**config.mk**
```make
export PLATFORM = sky130hd
export DESIGN_NAME = fip_flash_isp_call_interface
export DESIGN_NICKNAME = d
export VERILOG_FILES = /design/src/fip_pkg.sv /design/src/fip_flash_isp_call_interface.sv /design/src/fip_key_guard.sv
export SDC_FILE = /design/constraint.sdc
export NUM_CORES = 1
export LEC_CHECK = 0
export BUFFER_PORTS_ARGS = -buffer_cell sky130_fd_sc_hd__buf_2
export CAP_MARGIN = 5
export CORE_ASPECT_RATIO = 0.5
export CORE_MARGIN = 5
export CORE_UTILIZATION = 35
export DETAILED_ROUTE_END_ITERATION = 10
export PLACE_DENSITY = 0.58
export SKIP_CTS_REPAIR_TIMING = 1
export SYNTH_ARGS = -nofsm -noshare
export SYNTH_HDL_FRONTEND = slang
export SYNTH_SLANG_ARGS = --single-unit
```
**constraint.sdc**
```tcl
create_clock -name ref_clk_i -period 6.55 [get_ports ref_clk_i]
set_clock_uncertainty 0.2 [all_clocks]
set_input_delay 0.3275 -clock ref_clk_i [delete_from_list [all_inputs] [get_ports ref_clk_i]]
set_output_delay 0.3275 -clock ref_clk_i [all_outputs]
set_load 0.01 [all_outputs]
```
**src/fip_pkg.sv**
```systemverilog
// fip_pkg: constants and types for the flash call interface block.
// assumes a 50 MHz core clock where one clock equals one instruction cycle.
package fip_pkg;

    // ----------------------------------------------------------------
    // register indices (byte address is four times the index)
    // ----------------------------------------------------------------
    localparam logic [9:0] IDX_ADDR_LO = 10'h0a8;
    localparam logic [9:0] IDX_ADDR_HI = 10'h0a9;
    localparam logic [9:0] IDX_RESULT = 10'h0aa;
    localparam logic [9:0] IDX_WVALUE = 10'h0ab;
    localparam logic [9:0] IDX_TIMING = 10'h0e1;
    localparam logic [9:0] IDX_KEY = 10'h0e2;
    localparam logic [9:0] IDX_COUNT = 10'h0f1;
    localparam logic [9:0] IDX_CALL = 10'h0c0;
    localparam logic [9:0] IDX_ACCUM = 10'h0c1;
    localparam logic [9:0] IDX_XPTR = 10'h0c2;
    localparam logic [9:0] IDX_STATUS = 10'h0c3;

    // ----------------------------------------------------------------
    // status fields, keys, entry points
    // ----------------------------------------------------------------
    localparam int ST_BUSY = 0;
    localparam int ST_KEY_OK = 1;
    localparam int ST_REFUSED = 2;
    localparam int ST_SEC_BLOCK = 3;
    localparam logic [7:0] UNLOCK_VALUE = 8'h98;
    localparam logic [7:0] ERASE_CONFIRM = 8'h55;
    localparam logic [7:0] EP_PAGE_ERASE = 8'h17;
    localparam logic [7:0] EP_MASS_ERASE = 8'h1a;
    localparam logic [7:0] EP_READ_BYTE = 8'h11;
    localparam logic [7:0] EP_BLOCK_READ = 8'h26;
    localparam logic [7:0] EP_WRITE_BYTE = 8'h14;
    localparam logic [7:0] EP_BLOCK_WRITE = 8'h23;
    localparam logic [7:0] REG_RESET = 8'h00;

    // ----------------------------------------------------------------
    // timing
    // ----------------------------------------------------------------
    localparam int CLK_HZ = 50_000_000;
    localparam int KEY_WINDOW_INSTR = 6;
    localparam logic [2:0] KEY_WINDOW_CYCLES = 3'(KEY_WINDOW_INSTR);
    localparam int WDT_SERVICE_US = 20;
    localparam logic [11:0] WDT_SERVICE_CYCLES = 12'(WDT_SERVICE_US * (CLK_HZ / 1_000_000));

    // ----------------------------------------------------------------
    // types
    // ----------------------------------------------------------------
    typedef struct packed {
        logic erase_all;
        logic erase_page;
        logic wr;
        logic rd;
    } fip_flash_cmd_type;

    typedef enum logic [5:0] {
        S_IDLE = 6'b000001,
        S_FETCH = 6'b000010,
        S_LATCH = 6'b000100,
        S_FLASH = 6'b001000,
        S_STORE = 6'b010000,
        S_DONE = 6'b100000
    } fip_state_type;

endpackage : fip_pkg

```
**src/fip_flash_isp_call_interface.sv**
```systemverilog
// fip_flash_isp_call_interface: apb register file and boot call sequencer.
// assumes a flash port that acks each command with a one-cycle pulse and a
// ram port whose read data is valid the cycle after the address is given.
//
// Design decision made here: the APB interface to the registers.
`timescale 1ns/100ps
`default_nettype none
module fip_flash_isp_call_interface
    import fip_pkg::*;
(
    // clock and reset
    input wire logic ref_clk_i,
    input wire logic reset_n_i,
    // apb slave
    input wire logic psel_i,
    input wire logic penable_i,
    input wire logic pwrite_i,
    input wire logic [11:0] paddr_i,
    input wire logic [31:0] pwdata_i,
    output logic [31:0] prdata_o,
    output logic pready_o,
    output logic pslverr_o,
    // cpu side
    input wire logic serial_isp_i,
    input wire logic security_i,
    input wire logic irq_taken_i,
    input wire logic [7:0] irq_req_i,
    output logic irq_block_o,
    output logic [7:0] irq_o,
    // flash port
    output fip_flash_cmd_type flash_cmd_o,
    output logic [15:0] flash_addr_o,
    output logic [7:0] flash_wdata_o,
    output logic [7:0] flash_timing_o,
    input wire logic [7:0] flash_rdata_i,
    input wire logic flash_ack_i,
    // ram port for block transfers
    output logic [7:0] ram_addr_o,
    output logic [7:0] ram_wdata_o,
    output logic ram_we_o,
    input wire logic [7:0] ram_rdata_i,
    // watchdog
    output logic wdt_service_o,
    output logic wdt_lower_en_o
);

    // ----------------------------------------------------------------
    // reset release
    // ----------------------------------------------------------------
    logic rst_meta, rst_n;

    // two stages so release never lands near an edge of the core logic
    always_ff @(posedge ref_clk_i or negedge reset_n_i) begin
        if (!reset_n_i) begin
            rst_meta <= 1'b0;
            rst_n <= 1'b0;
        end else begin
            rst_meta <= 1'b1;
            rst_n <= rst_meta;
        end
    end

    // ----------------------------------------------------------------
    // apb decode
    // ----------------------------------------------------------------
    function automatic logic hit(input logic [11:0] a, input logic [9:0] idx);
        hit = (a[11:2] == idx) && (a[1:0] == 2'b00);
    endfunction : hit

    logic [7:0] addr_lo, addr_hi, result, wvalue, timing, key, count, accum, xptr;
    logic refused, sec_block;
    fip_state_type state;
    wire busy = (state != S_IDLE);
    wire key_valid;

    wire wr_go = psel_i && penable_i && pwrite_i;
    wire setup_rd = psel_i && !penable_i && !pwrite_i;
    wire [7:0] wbyte = pwdata_i[7:0];
    wire h_lo = hit(paddr_i, IDX_ADDR_LO);
    wire h_hi = hit(paddr_i, IDX_ADDR_HI);
    wire h_res = hit(paddr_i, IDX_RESULT);
    wire h_wv = hit(paddr_i, IDX_WVALUE);
    wire h_tim = hit(paddr_i, IDX_TIMING);
    wire h_key = hit(paddr_i, IDX_KEY);
    wire h_cnt = hit(paddr_i, IDX_COUNT);
    wire h_call = hit(paddr_i, IDX_CALL);
    wire h_acc = hit(paddr_i, IDX_ACCUM);
    wire h_xp = hit(paddr_i, IDX_XPTR);
    wire h_st = hit(paddr_i, IDX_STATUS);
    wire mapped = h_lo | h_hi | h_res | h_wv | h_tim | h_key | h_cnt | h_call | h_acc
                  | h_xp | h_st;
    wire [7:0] status = {4'h0, sec_block, refused, key_valid, busy};

    // read data selected here, captured in the setup cycle
    wire [7:0] rd_sel = h_lo ? addr_lo : h_hi ? addr_hi : h_res ? result :
                        h_wv ? wvalue : h_tim ? timing : h_key ? key :
                        h_cnt ? count : h_acc ? accum : h_xp ? xptr :
                        h_st ? status : REG_RESET;

    assign pready_o = 1'b1; // zero wait states
    assign pslverr_o = psel_i && penable_i && !mapped;

    // read data register, reads have no side effects
    always_ff @(posedge ref_clk_i or negedge rst_n) begin
        if (!rst_n) begin
            prdata_o <= 32'h0000_0000;
        end else if (setup_rd) begin
            prdata_o <= {24'h00_0000, rd_sel};
        end
    end

    // ----------------------------------------------------------------
    // call acceptance
    // ----------------------------------------------------------------
    wire call_go = wr_go && h_call;
    wire [7:0] ep = wbyte;
    wire ep_known = (ep == EP_PAGE_ERASE) || (ep == EP_MASS_ERASE) ||
                    (ep == EP_READ_BYTE) || (ep == EP_BLOCK_READ) ||
                    (ep == EP_WRITE_BYTE) || (ep == EP_BLOCK_WRITE);
    wire key_fail = !serial_isp_i && !key_valid;
    wire sec_fail = serial_isp_i && security_i && (ep != EP_MASS_ERASE);
    wire conf_fail = (ep == EP_MASS_ERASE) && (accum != ERASE_CONFIRM);
    wire accept = call_go && !busy && ep_known && !key_fail && !sec_fail && !conf_fail;
    wire reject = call_go && !accept;
    wire is_block = (ep == EP_BLOCK_READ) || (ep == EP_BLOCK_WRITE);

    fip_key_guard u_key_guard (
        .clk_i(ref_clk_i),
        .rst_n_i(rst_n),
        .key_load_i(wr_go && h_key),
        .key_value_i(wbyte),
        .irq_taken_i(irq_taken_i),
        .call_i(call_go),
        .key_valid_o(key_valid)
    );

    // ----------------------------------------------------------------
    // software registers
    // ----------------------------------------------------------------
    // sticky flags: a new refusal beats a write-one-to-clear in the same cycle
    always_ff @(posedge ref_clk_i or negedge rst_n) begin
        if (!rst_n) begin
            wvalue <= REG_RESET;
            timing <= REG_RESET;
            key <= REG_RESET;
            count <= REG_RESET;
            accum <= REG_RESET;
            xptr <= REG_RESET;
            refused <= 1'b0;
            sec_block <= 1'b0;
        end else begin
            if (wr_go && h_wv) wvalue <= wbyte;
            if (wr_go && h_tim) timing <= wbyte;
            if (wr_go && h_key) key <= wbyte;
            if (wr_go && h_cnt) count <= wbyte;
            if (wr_go && h_acc) accum <= wbyte;
            if (wr_go && h_xp) xptr <= wbyte;
            if (wr_go && h_st && wbyte[ST_REFUSED]) refused <= 1'b0;
            if (wr_go && h_st && wbyte[ST_SEC_BLOCK]) sec_block <= 1'b0;
            if (reject) refused <= 1'b1;
            if (call_go && sec_fail) sec_block <= 1'b1;
        end
    end

    assign flash_timing_o = timing;

    // ----------------------------------------------------------------
    // sequencer
    // ----------------------------------------------------------------
    logic [7:0] op, left, rptr;
    // flash address and result share the bus write path with the sequencer
    always_ff @(posedge ref_clk_i or negedge rst_n) begin
        if (!rst_n) begin
            state <= S_IDLE;
            op <= REG_RESET;
            left <= REG_RESET;
            rptr <= REG_RESET;
            addr_lo <= REG_RESET;
            addr_hi <= REG_RESET;
            result <= REG_RESET;
            flash_cmd_o <= '0;
            flash_addr_o <= 16'h0000;
            flash_wdata_o <= REG_RESET;
            ram_addr_o <= REG_RESET;
            ram_wdata_o <= REG_RESET;
            ram_we_o <= 1'b0;
        end else begin
            if (wr_go && h_lo && !busy) addr_lo <= wbyte;
            if (wr_go && h_hi && !busy) addr_hi <= wbyte;
            if (wr_go && h_res && !busy) result <= wbyte;
            ram_we_o <= 1'b0;
            case (state)
                S_IDLE: begin
                    if (accept) begin
                        op <= ep;
                        left <= count;
                        rptr <= xptr;
                        ram_addr_o <= xptr;
                        flash_addr_o <= {addr_hi, addr_lo};
                        flash_wdata_o <= wvalue;
                        if (is_block && (count == 8'h00)) begin
                            state <= S_DONE;
                        end else if (ep == EP_BLOCK_WRITE) begin
                            state <= S_FETCH;
                        end else begin
                            flash_cmd_o.rd <= (ep == EP_READ_BYTE) || (ep == EP_BLOCK_READ);
                            flash_cmd_o.wr <= (ep == EP_WRITE_BYTE);
                            flash_cmd_o.erase_page <= (ep == EP_PAGE_ERASE);
                            flash_cmd_o.erase_all <= (ep == EP_MASS_ERASE);
                            state <= S_FLASH;
                        end
                    end
                end
                S_FETCH: begin
                    state <= S_LATCH; // ram samples the pointer here
                end
                S_LATCH: begin
                    flash_wdata_o <= ram_rdata_i;
                    flash_cmd_o.wr <= 1'b1;
                    state <= S_FLASH;
                end
                S_FLASH: begin
                    if (flash_ack_i) begin
                        flash_cmd_o <= '0;
                        if (op == EP_READ_BYTE) begin
                            result <= flash_rdata_i;
                            state <= S_DONE;
                        end else if (op == EP_BLOCK_READ) begin
                            ram_wdata_o <= flash_rdata_i;
                            ram_we_o <= 1'b1;
                            state <= S_STORE;
                        end else if ((op == EP_BLOCK_WRITE) && (left != 8'h01)) begin
                            left <= left - 8'h01;
                            flash_addr_o <= flash_addr_o + 16'h0001;
                            rptr <= rptr + 8'h01;
                            ram_addr_o <= rptr + 8'h01;
                            state <= S_FETCH;
                        end else begin
                            state <= S_DONE;
                        end
                    end
                end
                S_STORE: begin
                    if (left == 8'h01) begin
                        state <= S_DONE;
                    end else begin
                        left <= left - 8'h01;
                        flash_addr_o <= flash_addr_o + 16'h0001;
                        rptr <= rptr + 8'h01;
                        ram_addr_o <= rptr + 8'h01;
                        flash_cmd_o.rd <= 1'b1;
                        state <= S_FLASH;
                    end
                end
                S_DONE: begin
                    state <= S_IDLE;
                end
                default: begin
                    state <= S_IDLE;
                end
            endcase
        end
    end

    // ----------------------------------------------------------------
    // interrupt hold-off
    // ----------------------------------------------------------------
    logic [7:0] held;

    // held requests are one bit per source, so repeats merge; the global
    // enable stays with the cpu and decides when the replayed ones are taken
    assign irq_block_o = busy;

    always_ff @(posedge ref_clk_i or negedge rst_n) begin
        if (!rst_n) begin
            held <= 8'h00;
            irq_o <= 8'h00;
        end else if (busy) begin
            held <= held | irq_req_i;
            irq_o <= 8'h00;
        end else begin
            held <= 8'h00;
            irq_o <= held | irq_req_i;
        end
    end

    // ----------------------------------------------------------------
    // watchdog servicing
    // ----------------------------------------------------------------
    logic [11:0] wdt_cnt;
    wire wdt_due = busy && (wdt_cnt == WDT_SERVICE_CYCLES - 12'h001);

    // periodic kick while busy, then one more kick plus lower window on exit
    always_ff @(posedge ref_clk_i or negedge rst_n) begin
        if (!rst_n) begin
            wdt_cnt <= 12'h000;
            wdt_service_o <= 1'b0;
            wdt_lower_en_o <= 1'b0;
        end else begin
            wdt_cnt <= (!busy || wdt_due) ? 12'h000 : wdt_cnt + 12'h001;
            wdt_service_o <= wdt_due || (state == S_DONE);
            wdt_lower_en_o <= (state == S_DONE);
        end
    end

    // ----------------------------------------------------------------
    // checks
    // ----------------------------------------------------------------
    a_addr_load: assert property (@(posedge ref_clk_i) disable iff (!rst_n)
        accept |=> flash_addr_o == {$past(addr_hi), $past(addr_lo)})
        else $error("flash address not taken from address bytes");
    a_read_result: assert property (@(posedge ref_clk_i) disable iff (!rst_n)
        (state == S_FLASH && op == EP_READ_BYTE && flash_ack_i)
        |=> result == $past(flash_rdata_i) ##1 state == S_IDLE)
        else $error("read byte result not stored");
    a_count_zero: assert property (@(posedge ref_clk_i) disable iff (!rst_n)
        (accept && is_block && count == 8'h00)
        |=> state == S_DONE && flash_cmd_o == '0)
        else $error("empty block transfer touched flash");
    a_irq_blocked: assert property (@(posedge ref_clk_i) disable iff (!rst_n)
        (busy && $past(busy)) |-> irq_o == 8'h00)
        else $error("interrupt forwarded during routine");
    // a repeated request must land in the same held bit, never queue up
    a_irq_hold: assert property (@(posedge ref_clk_i) disable iff (!rst_n)
        busy |=> (held & $past(irq_req_i)) == $past(irq_req_i))
        else $error("request during routine not held");
    a_irq_replay: assert property (@(posedge ref_clk_i) disable iff (!rst_n)
        (!busy && $past(busy)) |=> (irq_o & $past(held)) == $past(held))
        else $error("held interrupt not replayed");
    a_sec_gate: assert property (@(posedge ref_clk_i) disable iff (!rst_n)
        (call_go && !busy && serial_isp_i && security_i && ep != EP_MASS_ERASE)
        |=> state == S_IDLE && refused && sec_block)
        else $error("secured serial command executed");
    a_user_nosec: assert property (@(posedge ref_clk_i) disable iff (!rst_n)
        (call_go && !busy && !serial_isp_i && key_valid && security_i && ep_known
         && ep != EP_MASS_ERASE) |=> state != S_IDLE)
        else $error("user call blocked by security");
    a_wdt_exit: assert property (@(posedge ref_clk_i) disable iff (!rst_n)
        state == S_DONE |=> wdt_service_o && wdt_lower_en_o ##1 !wdt_lower_en_o)
        else $error("watchdog not serviced on exit");
    a_call_refused: assert property (@(posedge ref_clk_i) disable iff (!rst_n)
        (call_go && !busy && !serial_isp_i && !key_valid)
        |=> state == S_IDLE && refused)
        else $error("call without key was accepted");

endmodule : fip_flash_isp_call_interface
`default_nettype wire

```
**src/fip_key_guard.sv**
```systemverilog
// fip_key_guard: arms the call window when the correct key is loaded.
// assumes key_load_i, irq_taken_i and call_i are single-cycle pulses.
`timescale 1ns/100ps
`default_nettype none
module fip_key_guard
    import fip_pkg::*;
(
    // clock and synchronised reset
    input wire logic clk_i,
    input wire logic rst_n_i,
    // events
    input wire logic key_load_i,
    input wire logic [7:0] key_value_i,
    input wire logic irq_taken_i,
    input wire logic call_i,
    // window state
    output logic key_valid_o
);

    // ----------------------------------------------------------------
    // window countdown
    // ----------------------------------------------------------------
    logic [2:0] left;
    logic [2:0] next_left;
    wire key_good = key_load_i && (key_value_i == UNLOCK_VALUE);

    // a fresh good key re-arms even in a cycle where the old one dies
    always_comb begin
        next_left = left;
        if (left != 3'h0) begin
            next_left = left - 3'h1;
        end
        if (irq_taken_i || call_i || (key_load_i && !key_good)) begin
            next_left = 3'h0;
        end
        if (key_good) begin
            next_left = KEY_WINDOW_CYCLES;
        end
    end

    // counter register
    always_ff @(posedge clk_i or negedge rst_n_i) begin
        if (!rst_n_i) begin
            left <= 3'h0;
        end else begin
            left <= next_left;
        end
    end

    assign key_valid_o = (left != 3'h0);

    // expiry after a serviced interrupt must be seen at the next cycle
    a_key_expire: assert property (@(posedge clk_i) disable iff (!rst_n_i)
        (irq_taken_i && !key_load_i) |=> !key_valid_o)
        else $error("key still valid after interrupt");

    // a good key stays usable for exactly the window and no longer
    a_key_window: assert property (@(posedge clk_i) disable iff (!rst_n_i)
        (key_good ##1 (!key_load_i && !irq_taken_i && !call_i) [*6])
        |=> !key_valid_o)
        else $error("key window length wrong");

endmodule : fip_key_guard
`default_nettype wire

```
==> run_results.csv <==
group,metric,value,unit
logic_synthesis,synth.yosys.seq_area_share,0.481,
setup_path,critical_path_class,"register to register",
clock_tree,clk_path_buf_depth,2,
routing,avgRoutedWirePerCell,19.3,µm
min_path,whs_path_depth,3,
logic_synthesis,async_flop_share,1.00,
setup_path,end_kind,"register",
routing,post_drt_via_cell_ratio,5.44,
logic_synthesis,synth_edf_count,0,
clock_tree,clk_latency,0.44,ns
setup_path,critPathRequiredTime,6.68,ns
power_and_ir_drop,power.share.clock,0.293,
timing,rsz0062_at_grt,"no",
placed_design,portBuffers,125,
cells_and_area,syn2layout_area_growth,17.4,%
placed_design,placed_area,10400,µm²
routing,dr.pass1.iters,5,
timing,setup-tns-final,0,ns
logic_synthesis,yosysWarningCount,0,
clock_tree,cts_inserted_buffers,17,
routing,ant_nets,0,
global_routing,track_usage,0.182,
setup_path,arrival,3.94,ns
timing,worst_hold_slack,-0.0203,ns
timing,tightest_slew,1.12,ns
logic_synthesis,syn-mean-instance-area,9.58,µm²
min_path,hold_class,"input pin to register",
clock_tree,cts.sinks,184,
global_routing,grt_pass1_wl,44500,µm
logic_synthesis,ys_types,78,
setup_path,cp_slowest_cell,"nor2_1",
setup_path,worstReg2RegStart,"state[2]$_DFFE_PN0P_",
clock_tree,cts-root-buf,"clkbuf_16",
setup_path,cp_max_fo,14,
logic_synthesis,synth_cells,1000,
clock_tree,cts.htree.levels,4,
power_and_ir_drop,p_leak,5.17,nW
timing,slew_headroom,0.253,
logic_synthesis,ys_ff_latch,184,
status,violations,"hold timing",
min_path,hp-start,"ram_rdata_i[2]",
floorplanning,core_area,26700,µm²
logic_synthesis,ys.flop_type,"dfrtp_1",
clock_tree,clkTransAtPathRegs,0.07,ns
floorplanning,die_area,31000,µm²
timing,setup_viol,0,
floorplanning,io_pins,175,
global_routing,grt_overflow,0,
status,status,"complete, but fails checks",
placed_design,gp_congestion,0.878,
power_and_ir_drop,p_sw,1.31,mW
power_and_ir_drop,seq_power_share,0.410,
routing,drc,0,
power_and_ir_drop,ir_worst_vdd,0.000214,V
power_and_ir_drop,power_frac_comb,0.297,
setup_path,rr_worst_depth,7,
setup_path,timing.rr.end,"flash_addr_o[9]$_DFFE_PN0P_",
global_routing,grt_max_degree,68,
logic_synthesis,synth_area,9580,µm²
timing,finalHoldViolCount,3,
routing,dr.first_iter.drc_count,700,
routing,vias,8085,
placed_design,hpwlAfterDp,20300,µm
setup_path,cpPeakStageDelay,0.72,ns
floorplanning,start_util,0.359,
global_routing,grt_pass1_vias,7693,
timing,post-route-period-util,0.583,
power_and_ir_drop,swShare,0.367,
setup_path,cp_common_cell,"nor2_1",
global_routing,antenna_found_initial,3,
timing,max_freq,262,MHz
cells_and_area,design_area,11300,µm²
timing,fin_crit,3.82,ns
power_and_ir_drop,p_per_area,318,nW/µm²
power_and_ir_drop,p_int,2.27,mW
cells_and_area,drive_gt1_frac,0.222,
cells_and_area,finish.net_count,1205,
setup_path,path_cells,"or4_4, nor3b_4, nor2_1, a21o_2, nor2_1, buf_4, mux2_2",
clock_tree,cts_tree,"built",
routing,routed_wl,28600,µm
floorplanning,die_h,127,µm
min_path,hold_end,"flash_wdata_o[2]$_DFFE_PN0P_",
setup_path,r2r_slack,2.73,ns
setup_path,cp-start-kind,"register",
timing,timing.final.max_slew_violations,0,
flow_run,maxCapViolCount,0,
floorplanning,die_w,244,µm
floorplanning,rows,42,
critical path: cells and delay by family (launching register included):
kind            cells  cell delay (ns)
buf+inv             1             0.33
compound gates      1             0.29
flops               1             0.46
simple gates        4             2.07
mux                 1             0.34
synthesized netlist by cell type (all sizes together), types with 4 or more instances:
| master | n | area share |
|---|---|---|
| a21oi | 78 | 0.041 |
| a22oi | 5 | 0.0039 |
| a31oi | 26 | 0.017 |
| and2 | 9 | 0.0059 |
| and3 | 14 | 0.0091 |
| and4 | 6 | 0.0055 |
| buf | 35 | 0.025 |
| clkbuf | 45 | 0.018 |
| dfrtp | 183 | 0.48 |
| ha | 7 | 0.0091 |
| inv | 28 | 0.011 |
| mux2 | 62 | 0.073 |
| mux2i | 14 | 0.015 |
| nand2 | 105 | 0.041 |
| nand2b | 11 | 0.0072 |
| nand3 | 43 | 0.022 |
| nand3b | 4 | 0.0031 |
| nand4 | 12 | 0.0085 |
| nor2 | 92 | 0.036 |
| nor2b | 14 | 0.0091 |
| nor3 | 11 | 0.0073 |
| nor3b | 7 | 0.0067 |
| nor4 | 11 | 0.011 |
| nor4bb | 4 | 0.0042 |
| o211ai | 6 | 0.0047 |
| o21a | 4 | 0.0031 |
| o21ai | 61 | 0.032 |
| o21bai | 4 | 0.0031 |
| o22ai | 13 | 0.0085 |
| or3 | 9 | 0.0059 |
| or4 | 7 | 0.0059 |
| xnor2 | 6 | 0.0055 |
| xor2 | 7 | 0.0064 |
cell families (layout without fill, tap and decap cells):
family | count (synthesis) | in the layout | synth area share
other | 2 | 28 | 0.000784
XOR/XNOR | 13 | 13 | 0.0119
AO/OA/AOI/OAI | 235 | 235 | 0.150
adder cells (fa/ha/maj) | 7 | 7 | 0.00914
flip-flops | 184 | 184 | 0.481
multiplexers | 78 | 78 | 0.0922
AND/OR/NAND/NOR | 372 | 372 | 0.202
buffers and inverters | 109 | 218 | 0.0539
power by group through the flow:
stage | registers [mW] | logic (mW) | clock network (mW)
after floorplan | 1.52 | 0.672 | 0
after global placement | 1.48 | 1.03 | 0
after detailed placement | 1.49 | 1.05 | 0
after CTS | 1.47 | 1.06 | 1.07
after global routing | 1.50 | 1.18 | 1.12
final | 1.47 | 1.06 | 1.05
layout make-up:
type,count,area (µm²)
Antenna cell,2,5.00
Clock buffer,18,439
Clock inverter,13,146
Fill cell,2630,15400
Inverter,29,109
Multi-Input combinational cell,731,4560
Sequential cell,184,4610
Tap cell,352,440
Timing Repair Buffer,158,938
flip-flops by register name (all words and copies together) (netlist names), 4 cells and up:
name            flops
xptr                8
op                  8
flash_timing_o      8
rptr                8
result              8
wvalue              8
wdt_cnt            12
state               6
addr_lo             8
irq_o               8
prdata_o            8
key                 8
held                8
flash_cmd_o         4
ram_wdata_o         8
flash_addr_o       16
flash_wdata_o       8
addr_hi             8
count               8
accum               8
left                8
placed cells by master, fill, tap and decap left out, types with 4 or more instances in the layout:
cell           count
a21oi_1           76
a22oi_1            5
a31oi_1           26
and2_1             8
and3_1            14
and4_1             6
buf_2            125
buf_4              7
clkbuf_16         17
conb_1            26
dfrtp_1          182
dlygate4sd3_1     26
ha_1               7
inv_1             27
mux2_2            62
mux2i_1           14
nand2_1          105
nand2b_1          11
nand3_1           43
nand3b_1           4
nand4_1           11
nor2_1            92
nor2b_1           14
nor3_1             8
nor3b_1            6
nor4_1             8
nor4bb_1           4
o211ai_1           6
o21a_1             4
o21ai_0           61
o21bai_1           4
o22ai_1           13
or3_1              9
or4_1              6
xnor2_1            6
xor2_1             7
routing by layer:
layer	global-route usage	wire [µm]
met5	0	27
met4	0.0560	661
met3	0.0455	1430
met2	0.274	12800
met1	0.262	13800
per-stage QoR:
step	hold slack (ns)	util	setup WS, ns	total power, mW	cells
floorplan	-0.168	-	0.845	2.19	1024
detailed placement	-0.0867	0.390	2.58	2.54	1428
finish	-0.0203	0.421	2.73	3.58	1487
global route	0.00711	0.421	2.45	3.79	1486
global placement	-0.0854	0.390	2.64	2.51	1428
CTS	-0.565	0.412	2.72	3.60	1459
worst max path at each step:
stage	end	start
after floorplan	accum[0]$_DFFE_PN0P_	rst_n$_DFF_PN0_
after global placement	flash_addr_o[9]$_DFFE_PN0P_	paddr_i[4]
after detailed placement	flash_addr_o[9]$_DFFE_PN0P_	paddr_i[4]
after CTS	flash_addr_o[9]$_DFFE_PN0P_	state[2]$_DFFE_PN0P_
after global routing	flash_addr_o[9]$_DFFE_PN0P_	state[2]$_DFFE_PN0P_
final	flash_addr_o[9]$_DFFE_PN0P_	state[2]$_DFFE_PN0P_
Power figures use the tool's default switching activity.
